===== config.mk =====
export PLATFORM = sky130hd
export DESIGN_NAME = gpio_ports
export DESIGN_NICKNAME = d
export VERILOG_FILES = /design/src/include/gpio_pkg.sv /design/src/gpio_ports.sv
export VERILOG_INCLUDE_DIRS = /design/src /design/src/include
export SDC_FILE = /design/constraint.sdc
export NUM_CORES = 1
export LEC_CHECK = 0
export BUFFER_PORTS_ARGS = -buffer_cell sky130_fd_sc_hd__buf_4
export CAP_MARGIN = 20
export CORE_MARGIN = 2
export CORE_UTILIZATION = 25
export CTS_BUF_LIST = sky130_fd_sc_hd__clkbuf_8
export CTS_CLUSTER_DIAMETER = 40
export DETAILED_ROUTE_END_ITERATION = 7
export SLEW_MARGIN = 25
export SYNTH_ARGS = -nofsm -noshare
export SYNTH_HDL_FRONTEND = slang
export SYNTH_SLANG_ARGS = --single-unit
export TNS_END_PERCENT = 30

===== constraint.sdc =====
create_clock -name clk -period 3.9 [get_ports clk]
set_clock_uncertainty 0.05 [all_clocks]
set_input_delay 0.78 -clock clk [delete_from_list [all_inputs] [get_ports clk]]
set_output_delay 0.78 -clock clk [all_outputs]
set_load 0.01 [all_outputs]

===== src/include/gpio_defs.svh =====
// Register offsets, field positions and reset values of the GPIO ports
`ifndef GPIO_DEFS_SVH
`define GPIO_DEFS_SVH
`define GPIO_OFF_DATA 8'h00
`define GPIO_OFF_SEL 8'h03
`define GPIO_OFF_DIR 8'h06
`define GPIO_OFF_INP 8'h09
`define GPIO_OFF_P1IEN 8'h0C
`define GPIO_OFF_PORT_INT_CONTROL 8'h0D
`define GPIO_OFF_IFG 8'h0E
`define GPIO_OFF_PRIO 8'h11
`define GPIO_PORT_INT_CONTROL_EDGE0 0
`define GPIO_PORT_INT_CONTROL_EDGE1 1
`define GPIO_PORT_INT_CONTROL_EDGE2 2
`define GPIO_PORT_INT_CONTROL_P0LO_IEN 3
`define GPIO_PORT_INT_CONTROL_P0HI_IEN 4
`define GPIO_PORT_INT_CONTROL_P2_IEN 5
`define GPIO_PRIO_P0_LSB 0
`define GPIO_PRIO_P1_LSB 2
`define GPIO_P2_MASK 8'h1F
`define GPIO_P1_PULL_MASK 8'hFC
`define GPIO_RST_BYTE 8'h00
`define GPIO_PRIO_P0_RST 2'h0
`define GPIO_PRIO_P1_RST 4'h0
`endif


===== src/include/gpio_pkg.sv =====
// Types shared by the GPIO ports block
package gpio_pkg;
  typedef logic [7:0] gpio_byte_type;
  typedef logic [2:0][7:0] gpio_ports_type;
endpackage


===== src/gpio_ports.sv =====
// General purpose I/O ports: three ports, pin control, edge flags and DMA triggers
`timescale 1ns/1ps
`include "gpio_defs.svh"
// What this block does
// RL1: Two eight-pin ports, one five-pin port
// RL2: Port data byte and bit addressable
// RL3: Select bit one routes pin to peripheral
// RL4: Reset leaves every pin general purpose input
// RL5: Direction bit one makes pin output
// RL6: Normal data read returns pin levels
// RL7: Bit read-modify-write uses output latch
// RL8: Inputs pulled up; mode bit one removes pull
// RL9: High-drive pins never have a pull
// RL10: Deep sleep holds pin mode and value
// RL11: Input edges raise interrupts, edge selectable
// RL12: One group interrupt enable per port
// RL13: Bit, nibble and port-wide pin enables
// RL14: Edge sets pin flag regardless of enable
// RL15: Writing zero clears a pin flag
// RL16: Software clears pin flag before CPU flag
// RL17: Ports zero and one pulse DMA trigger
// RL18: Only general purpose inputs trigger DMA
// RL19: Ports zero and one reachable by DMA
// RL20: Priority bits settle shared peripheral conflicts
// RL21: Pins synchronised before edge detection
module gpio_ports (
  input wire logic clk,
  input wire logic reset_n,
  // Register port
  input wire logic [7:0] reg_addr,
  input wire gpio_pkg::gpio_byte_type reg_wdata,
  input wire logic reg_wr,
  input wire logic reg_rd,
  input wire logic reg_rmw,
  input wire logic bit_wr,
  input wire logic [2:0] bit_sel,
  input wire logic bit_val,
  output gpio_pkg::gpio_byte_type reg_rdata,
  // External data space access for DMA
  input wire logic dma_sel,
  input wire logic dma_wr,
  input wire logic dma_rd,
  input wire gpio_pkg::gpio_byte_type dma_wdata,
  output gpio_pkg::gpio_byte_type dma_rdata,
  // Pins
  input wire gpio_pkg::gpio_ports_type pin_in,
  output gpio_pkg::gpio_ports_type pin_out,
  output gpio_pkg::gpio_ports_type pin_oe,
  output gpio_pkg::gpio_ports_type pull_up_en,
  // Peripheral side
  input wire gpio_pkg::gpio_ports_type periph_out,
  input wire gpio_pkg::gpio_ports_type periph_oe,
  output gpio_pkg::gpio_ports_type periph_in,
  output logic [1:0] port0_peripheral_priority,
  output logic [3:0] port1_peripheral_priority,
  // Power modes
  input wire logic sleep_mode_two,
  input wire logic sleep_mode_three,
  // Interrupts and DMA
  input wire logic port0_group_int_enable,
  input wire logic port1_group_int_enable,
  input wire logic port2_group_int_enable,
  output logic [2:0] cpu_port_int_flag,
  output logic port0_dma_trigger,
  output logic port1_dma_trigger
);
  import gpio_pkg::*;

  localparam int NPORTS = 3;

  gpio_ports_type latch;
  gpio_ports_type port_function_select;
  gpio_ports_type port_direction;
  gpio_ports_type port_input_mode;
  gpio_byte_type port1_bit_int_enables;
  gpio_byte_type port_int_control;
  gpio_ports_type pin_int_flags;
  gpio_ports_type sync_a;
  gpio_ports_type sync_b;
  gpio_ports_type sync_prev;
  gpio_ports_type gpio_in_mask;
  gpio_ports_type edge_set;
  gpio_ports_type transition;
  gpio_ports_type pin_en_mask;
  logic [2:0] group_en;
  logic sleeping;

  function automatic logic hit(input logic [7:0] addr, input logic [7:0] base, input int p);
    hit = (addr == base + 8'(p));
  endfunction

  function automatic gpio_byte_type port_mask(input int p);
    port_mask = (p == 2) ? `GPIO_P2_MASK : 8'hFF;
  endfunction

  // Pending set wins over a software clear
  function automatic gpio_byte_type next_flags(input gpio_byte_type old, input gpio_byte_type set,
                                               input logic clr, input gpio_byte_type wd);
    next_flags = (clr ? (old & wd) : old) | set;
  endfunction

  assign sleeping = sleep_mode_two | sleep_mode_three;
  assign group_en = {port2_group_int_enable, port1_group_int_enable, port0_group_int_enable};

  always_comb begin
    for (int p = 0; p < NPORTS; p++) begin
      gpio_in_mask[p] = ~port_function_select[p] & ~port_direction[p] & port_mask(p); // RL18
      transition[p] = (sync_b[p] ^ sync_prev[p]) & gpio_in_mask[p]; // RL17
      edge_set[p] = (port_int_control[p] ? (sync_prev[p] & ~sync_b[p])
                                         : (~sync_prev[p] & sync_b[p])) & gpio_in_mask[p]; // RL11
    end
    pin_en_mask[0] = {{4{port_int_control[`GPIO_PORT_INT_CONTROL_P0HI_IEN]}},
                      {4{port_int_control[`GPIO_PORT_INT_CONTROL_P0LO_IEN]}}}; // RL13
    pin_en_mask[1] = port1_bit_int_enables; // RL13
    pin_en_mask[2] = {8{port_int_control[`GPIO_PORT_INT_CONTROL_P2_IEN]}} & `GPIO_P2_MASK; // RL13
  end

  // Two-stage pin synchroniser and edge history
  // Runs through reset so the history tracks the pins; no false edge after reset
  always_ff @(posedge clk) begin
    sync_a <= pin_in; // RL21
    sync_b <= sync_a; // RL21
    sync_prev <= sync_b;
  end

  // Output latches: byte, bit and DMA writes
  always_ff @(posedge clk) begin
    if (!reset_n) begin
      latch <= '0;
    end else begin
      for (int p = 0; p < NPORTS; p++) begin
        if (reg_wr && hit(reg_addr, `GPIO_OFF_DATA, p)) begin
          latch[p] <= reg_wdata & port_mask(p); // RL1 RL2
        end else if (bit_wr && hit(reg_addr, `GPIO_OFF_DATA, p)) begin
          latch[p] <= ((latch[p] & ~(8'h01 << bit_sel)) | (8'(bit_val) << bit_sel)) & port_mask(p); // RL2 RL7
        end else if (dma_wr && p < 2 && dma_sel == p[0]) begin
          latch[p] <= dma_wdata; // RL19
        end
      end
    end
  end

  // Configuration registers
  always_ff @(posedge clk) begin
    if (!reset_n) begin
      port_function_select <= '0; // RL4
      port_direction <= '0; // RL4
      port_input_mode <= '0; // RL8
      port1_bit_int_enables <= `GPIO_RST_BYTE;
      port_int_control <= `GPIO_RST_BYTE;
      port0_peripheral_priority <= `GPIO_PRIO_P0_RST;
      port1_peripheral_priority <= `GPIO_PRIO_P1_RST;
    end else if (reg_wr) begin
      for (int p = 0; p < NPORTS; p++) begin
        if (hit(reg_addr, `GPIO_OFF_SEL, p)) begin
          port_function_select[p] <= reg_wdata & port_mask(p); // RL3
        end
        if (hit(reg_addr, `GPIO_OFF_DIR, p)) begin
          port_direction[p] <= reg_wdata & port_mask(p); // RL5
        end
        if (hit(reg_addr, `GPIO_OFF_INP, p)) begin
          port_input_mode[p] <= reg_wdata & port_mask(p); // RL8
        end
      end
      if (reg_addr == `GPIO_OFF_P1IEN) begin
        port1_bit_int_enables <= reg_wdata;
      end
      if (reg_addr == `GPIO_OFF_PORT_INT_CONTROL) begin
        port_int_control <= reg_wdata;
      end
      if (reg_addr == `GPIO_OFF_PRIO) begin
        port0_peripheral_priority <= reg_wdata[`GPIO_PRIO_P0_LSB +: 2]; // RL20
        port1_peripheral_priority <= reg_wdata[`GPIO_PRIO_P1_LSB +: 4]; // RL20
      end
    end
  end

  // Pin interrupt flags
  always_ff @(posedge clk) begin
    if (!reset_n) begin
      pin_int_flags <= '0;
    end else begin
      for (int p = 0; p < NPORTS; p++) begin
        pin_int_flags[p] <= next_flags(pin_int_flags[p], edge_set[p],
                                       reg_wr && hit(reg_addr, `GPIO_OFF_IFG, p), reg_wdata); // RL14 RL15
      end
    end
  end

  // Port interrupt requests towards the CPU
  always_ff @(posedge clk) begin
    if (!reset_n) begin
      cpu_port_int_flag <= '0;
    end else begin
      for (int p = 0; p < NPORTS; p++) begin
        cpu_port_int_flag[p] <= group_en[p] & |(pin_int_flags[p] & pin_en_mask[p]); // RL12 RL13
      end
    end
  end

  // DMA triggers on any general purpose input transition of port 0 or 1
  always_ff @(posedge clk) begin
    if (!reset_n) begin
      port0_dma_trigger <= 1'b0;
      port1_dma_trigger <= 1'b0;
    end else begin
      port0_dma_trigger <= |transition[0]; // RL17 RL18
      port1_dma_trigger <= |transition[1]; // RL17 RL18
    end
  end

  // Pad drive; frozen while in the deep sleep modes
  always_ff @(posedge clk) begin
    if (!reset_n) begin
      pin_out <= '0;
      pin_oe <= '0; // RL4
      pull_up_en <= {port_mask(2), `GPIO_P1_PULL_MASK, 8'hFF}; // RL8 RL9
    end else if (!sleeping) begin // RL10
      for (int p = 0; p < NPORTS; p++) begin
        for (int b = 0; b < 8; b++) begin
          pin_out[p][b] <= port_function_select[p][b] ? periph_out[p][b] : latch[p][b]; // RL3
          pin_oe[p][b] <= port_function_select[p][b] ? periph_oe[p][b] : port_direction[p][b]; // RL3 RL5
        end
        pull_up_en[p] <= gpio_in_mask[p] & ~port_input_mode[p]
                         & ((p == 1) ? `GPIO_P1_PULL_MASK : 8'hFF); // RL8 RL9
      end
    end
  end

  always_ff @(posedge clk) begin
    if (!reset_n) begin
      periph_in <= '0;
    end else begin
      periph_in <= sync_b;
    end
  end

  // Register read data, valid one cycle after the strobe
  always_ff @(posedge clk) begin
    if (!reset_n) begin
      reg_rdata <= '0;
    end else begin
      reg_rdata <= '0;
      if (reg_rd) begin
        for (int p = 0; p < NPORTS; p++) begin
          if (hit(reg_addr, `GPIO_OFF_DATA, p)) begin
            reg_rdata <= (reg_rmw ? latch[p] : sync_b[p]) & port_mask(p); // RL6 RL7
          end
          if (hit(reg_addr, `GPIO_OFF_SEL, p)) begin
            reg_rdata <= port_function_select[p];
          end
          if (hit(reg_addr, `GPIO_OFF_DIR, p)) begin
            reg_rdata <= port_direction[p];
          end
          if (hit(reg_addr, `GPIO_OFF_INP, p)) begin
            reg_rdata <= port_input_mode[p];
          end
          if (hit(reg_addr, `GPIO_OFF_IFG, p)) begin
            reg_rdata <= pin_int_flags[p];
          end
        end
        if (reg_addr == `GPIO_OFF_P1IEN) begin
          reg_rdata <= port1_bit_int_enables;
        end
        if (reg_addr == `GPIO_OFF_PORT_INT_CONTROL) begin
          reg_rdata <= port_int_control;
        end
        if (reg_addr == `GPIO_OFF_PRIO) begin
          reg_rdata <= {2'h0, port1_peripheral_priority, port0_peripheral_priority};
        end
      end
    end
  end

  // DMA read: pin levels of port 0 or 1
  always_ff @(posedge clk) begin
    if (!reset_n) begin
      dma_rdata <= '0;
    end else begin
      dma_rdata <= dma_rd ? sync_b[dma_sel] : 8'h00; // RL19
    end
  end
endmodule


# [Word-level counts from Yosys, hierarchy flattened]
# Index checks and enable logic that the tools add are counted.
[op_classes] order_cmp=1 eq_ne=17 shift=2 n_mux=79 bitwise_logic=57 n_reduce_logical=35
[op_table] op="$mux 8" count=33
[op_table] op="$and 8x8->8" count=21
[op_table] op="$not 8->8" count=13
[op_table] op="$eq 8x4->1 const B" count=8
[op_table] op="$mux 1" count=42
[op_table] op="$or 8x8->8" count=5
[op_table] op="$reduce_or 8->1" count=5
[op_table] op="$eq 8x3->1 const B" count=4
[op_table] op="$reduce_and 2->1" count=14
[op_table] op="$and 8x5->8" count=2
[op_table] op="$eq 8x2->1 const B" count=2
[op_table] op="$eq 8x5->1 const B" count=2
[op_table] op="$xor 8x8->8" count=2
[op_table] op="$mux 5" count=3
[op_table] op="$logic_and 1x1->1" count=11
[op_table] op="$and 5x5->5" count=2
[op_table] op="$not 5->5" count=2
[op_table] op="$and 5x8->8" count=1
[op_table] op="$eq 8x1->1 const B" count=1
[op_table] op="$logic_not 8->1" count=1
[op_table] op="$not 5->8" count=1
[op_table] op="$shl 1x3->8" count=1
[op_table] op="$shl 1x3->8 const A" count=1
[op_table] op="$mux 6" count=1
[op_table] op="8 further kinds" count=13
[word_totals] reg_bits=311 in_bits=114 output_inout_bits=123 elab_cells=237

# [Longest topological paths before layout]
[logic_depth] ltp_word=19 ltp_mapped=10 depth_no_buf=6

# [Worst setup path before layout]
# Ideal clock, no wire load.
[synth_timing] path_type="input to register" from="in reg_addr[7]" to="reg reg_rdata[4]" setup_time_ns=0.122 arrival_time_ns=2.499 t_required_ns=3.728 setup_slack_ns=1.229 path_stages=7 path_buffers=1 cell_sequence="or4_4 -> buf_4 -> or3_1 -> nor4b_1 -> o21ai_2 -> o311ai_1 -> a221o_1"
[synth_via] elab_chain_cells=19 word_cells_on_any_way=36 cone_classes="eq/ne: 17; mux: 18; reduce/logical: 1"
[synth_lines] element="from (decl)" line_no="gpio_ports.sv:30" rtl="input wire logic [7:0] reg_addr,"
[synth_lines] element="$logic_not 8->1" line_no="gpio_ports.sv:89" rtl="hit = (addr == base + 8'(p));"
[synth_lines] element="$mux 8" line_no="gpio_ports.sv:246" rtl="if (hit(reg_addr, `GPIO_OFF_DATA, p)) begin"
[synth_lines] element="$mux 8" line_no="gpio_ports.sv:249" rtl="if (hit(reg_addr, `GPIO_OFF_SEL, p)) begin"
[synth_lines] element="$mux 8" line_no="gpio_ports.sv:252" rtl="if (hit(reg_addr, `GPIO_OFF_DIR, p)) begin"
[synth_lines] element="$mux 8" line_no="gpio_ports.sv:255" rtl="if (hit(reg_addr, `GPIO_OFF_INP, p)) begin"
[synth_lines] element="$mux 8" line_no="gpio_ports.sv:258" rtl="if (hit(reg_addr, `GPIO_OFF_IFG, p)) begin"
[synth_lines] element="$mux 8" line_no="gpio_ports.sv:246"
[synth_lines] element="$mux 8" line_no="gpio_ports.sv:249"
[synth_lines] element="[... 3 more ...]"
[synth_lines] element="$mux 8" line_no="gpio_ports.sv:246"
[synth_lines] element="$mux 8" line_no="gpio_ports.sv:249"
[synth_lines] element="$mux 8" line_no="gpio_ports.sv:252"
[synth_lines] element="$mux 8" line_no="gpio_ports.sv:255"
[synth_lines] element="$mux 8" line_no="gpio_ports.sv:258"
[synth_lines] element="$mux 8" line_no="gpio_ports.sv:262" rtl="if (reg_addr == `GPIO_OFF_P1IEN) begin"
[synth_lines] element="$mux 8" line_no="gpio_ports.sv:265" rtl="if (reg_addr == `GPIO_OFF_PORT_INT_CONTROL) begin"
[synth_lines] element="$mux 6 *" line_no="gpio_ports.sv:268" rtl="if (reg_addr == `GPIO_OFF_PRIO) begin"
[synth_lines] element="to (signal assigned)" line_no="gpio_ports.sv:259" rtl="reg_rdata <= pin_int_flags[p];"
[synth_lines] element="to (signal assigned)" line_no="gpio_ports.sv:263" rtl="reg_rdata <= port1_bit_int_enables;"
[synth_lines] element="to (signal assigned)" line_no="gpio_ports.sv:266" rtl="reg_rdata <= port_int_control;"
[synth_lines] element="to (decl)" line_no="gpio_ports.sv:38" rtl="output gpio_pkg::gpio_byte_type reg_rdata,"
# Every way passes the cells marked *; elsewhere a longest branch is shown, timed or not.
# A chain may end at the register's enable or synchronous reset.

# [Worst setup path after layout]
[layout_timing] from="in reg_addr[7]" to="reg reg_rdata[3]"
# Same word-level chain as after synthesis.

==> results_dict.tcl <==
set metrics [dict create \
    status "completed" \
    critical_path.max_fanout 30 \
    internal_power_uw 5660 \
    ys_seq_area_share_pct 45.0 \
    rows 85 \
    setup_viol 0 \
    grt_use_total_pct 19.7 \
    grt_max_degree 64 \
    min_period_over_period_pct 76.8 \
    area_delta_synth_final_pct 26.8 \
    synth_top_flop_cell "dfxtp_1" \
    p_seq_share_pct 43.6 \
    synth.most_common_cell "dfxtp_1" \
    drive_gt1_share_pct 20.5 \
    clk_pin_slew_ps 60 \
    dp_slack_ps 364 \
    num-nets-final 1880 \
    cts_tree "done" \
    switchingPower_uw 2030 \
    grt_pass1_wl_microns 82700 \
    max_stage_delay_ps 740 \
    worst_pin_slew_ps 919 \
    cp_common_cell "buf_4" \
    power_density_nw_per_um2 447 \
    grt_overflow 0 \
    r2r_cells 6 \
    wl_microns 57000 \
    synth.avg_cell_area_sq_um 8.73 \
    synth_cells 1553 \
    ir_worst_vdd_uv 242 \
    fmax_mhz 334 \
    hold_depth 1 \
    viasPerCell 5.21 \
    numPortBuffers 219 \
    worst_hold_startpoint "pin_in[7]" \
    comb_power_share_pct 9.4 \
    synth_edf_count 0 \
    r2r_slack_ps 1650 \
    drtIter0Drc 1359 \
    cap_violations 0 \
    antenna_left 0 \
    die_h_microns 237 \
    yosys-top-cells-count "305 x dfxtp_1, 194 x nor2_1, 149 x mux2i_1" \
    clk_latency_ps 670 \
    cp_data_arrival_time_ps 3480 \
    route.detailed.drc 0 \
    post_cts_buffers 0 \
    rsz0062_at_grt "no" \
    fillers 5493 \
    synth_area_leaders "dfxtp_1 45%, mux2i_1 11%, nor2_1 5.4%" \
    die_area_sq_um 56100 \
    start_kind "input pin" \
    crit_path_cell_trace "buf_4 -> or4_4 -> nor3_1 -> buf_4 -> a22oi_1 -> a21oi_1 -> o21ai_0 -> a221oi_1" \
    r2r-start "port_function_select[4]" \
    worstSetupPathType "in -> reg" \
    power_frac_clock_pct 47.0 \
    p_sw_share_pct 26.4 \
    critPathTopFamily "simple AND/OR/NAND/NOR gates" \
    gp_congestion 0.932 \
    setup_tns_ps 0 \
    io_pins 237 \
    min_to "sync_a[7]" \
    slew_headroom_pct 38.0 \
    holdCritPathClass "in -> reg" \
    fin_crit_ps 2990 \
    antenna_found_initial 2 \
    p_leak_uw 0.00689 \
    yosysTopAreaCell "dfxtp_1" \
    cts_root_buf "clkbuf_8" \
    cts_buffer_depth 3 \
    reg2reg_to "reg_rdata[4]" \
    yosys_warnings 0 \
    core-area_sq_um 53700 \
    setup_slack_ps 906 \
    critPathRequiredTime_ps 4390 \
    end_kind "register" \
    cts_sinks 305 \
    cts_hold_buf 0 \
    cts_resized 0 \
    netlist-cell-type-count 66 \
    synth_area_sq_um 13600 \
    initial_core_util_pct 25.2 \
    die_x_microns 237 \
    numCtsBuffers 57 \
    post-dp-hpwl_microns 41900 \
    cpMaxStageDelayCell "or4_4" \
    slew_viol_final 0 \
    synth_top_area_share_pct 45.0 \
    ys_ff_latch 305 \
    first_global_vias 12400 \
    htreeDepth 2 \
    async_reset_ff_share_pct 0 \
    finalPower_uw 7690 \
    wl_per_cell_microns 23.0 \
    vias 12900 \
    final-hold-violation-count 0 \
    drt-pass1-iter-count 5 \
    cp_num_buf_inv 2 \
    insertedDiodeCount 0 \
]
[state kept, by name (all words and copies together) (netlist names)]
| name | count |
|---|---|
| port0_dma_trigger | 1 |
| dma_rdata | 8 |
| port_int_control | 8 |
| port0_peripheral_priority | 2 |
| port1_peripheral_priority | 4 |
| port_direction | 21 |
| cpu_port_int_flag | 3 |
| reg_rdata | 8 |
| periph_in | 24 |
| sync_b | 24 |
| pull_up_en | 19 |
| port1_bit_int_enables | 8 |
| pin_out | 21 |
| port1_dma_trigger | 1 |
| sync_prev | 21 |
| port_function_select | 21 |
| latch | 21 |
| pin_oe | 21 |
| sync_a | 24 |
| pin_int_flags | 24 |
| port_input_mode | 21 |
[how the worst max path moves through the flow]
stage                start      endpoint  slack, ps  cells after the start
2_1_floorplan  reg_addr[7]  reg_rdata[4]       1230                      7
3_3_place_gp   reg_addr[7]  reg_rdata[3]        430                      8
5_1_grt        reg_addr[7]  reg_rdata[3]        900                      8
6_report       reg_addr[7]  reg_rdata[3]        910                      8
3_5_place_dp   reg_addr[7]  reg_rdata[3]        360                      8
4_1_cts        reg_addr[7]  reg_rdata[3]       1060                      8
[logic make-up after synthesis]
family,after synthesis,synth area share (%)
mux,149,11.0
simple gates,451,15.3
fa+ha+maj,32,2.95
compound gates,427,19.8
other cells,1,0.0277
xor+xnor,2,0.129
flops,305,45.0
buf+inv,186,5.70
[layout make-up]
type	instances	area [sq um]	share of cell area [%]
inverter	41	159	0.924
clock buffer	74	1020	5.92
sequential	305	6110	35.5
multi-input combinational	1072	6730	39.1
clock inverter	31	342	1.99
timing repair buffer	257	1970	11.4
tap	696	871	5.07
[routing by layer]
metal  up-vias  track usage [%]  share of wire [%]
met5         -                0              0.018
met4         2             7.88                3.7
met3       120             3.14                7.1
met2       598             31.3                 45
met1      6221             26.7                 44
li1       5956                -                  -
[metrics by stage]
stage | std cells | util [%] | hold WS, ps | area (sq um)
2_1_floorplan | 1563 | - | 260 | 13600
3_3_place_gp | 2371 | 29.5 | 261 | 15800
3_5_place_dp | 2371 | 29.5 | 262 | 15800
4_1_cts | 2476 | 32.0 | 114 | 17200
5_1_grt | 2476 | 32.0 | 137 | 17200
6_report | 2476 | 32.0 | 171 | 17200
[cell usage in the layout (no fill, tap or decap), drive strengths merged, types with 6 or more instances in the layout]
cell	instances
dfxtp	305
buf	257
nor2	195
mux2i	149
a21oi	145
o21ai	91
nand2	80
clkbuf	74
a211oi	66
inv	52
nor3	46
nand3	43
ha	32
o41ai	21
or3	18
a22oi	16
a31oi	15
o22ai	12
and2	12
conb	11
clkinv	10
nor3b	8
o31ai	7
a22o	7
nor2b	7
nor4	7
nand2b	6
bufinv	6
[power by group through the flow]
| stage | logic (uW) | clock network (uW) | registers, uW |
|---|---|---|---|
| 3_3_place_gp | 711 | 0 | 3420 |
| 3_5_place_dp | 718 | 0 | 3420 |
| 2_1_floorplan | 371 | 0 | 3390 |
| 4_1_cts | 721 | 3690 | 3350 |
| 6_report | 725 | 3610 | 3350 |
| 5_1_grt | 785 | 3840 | 3360 |
Power figures use the tool's default switching activity.
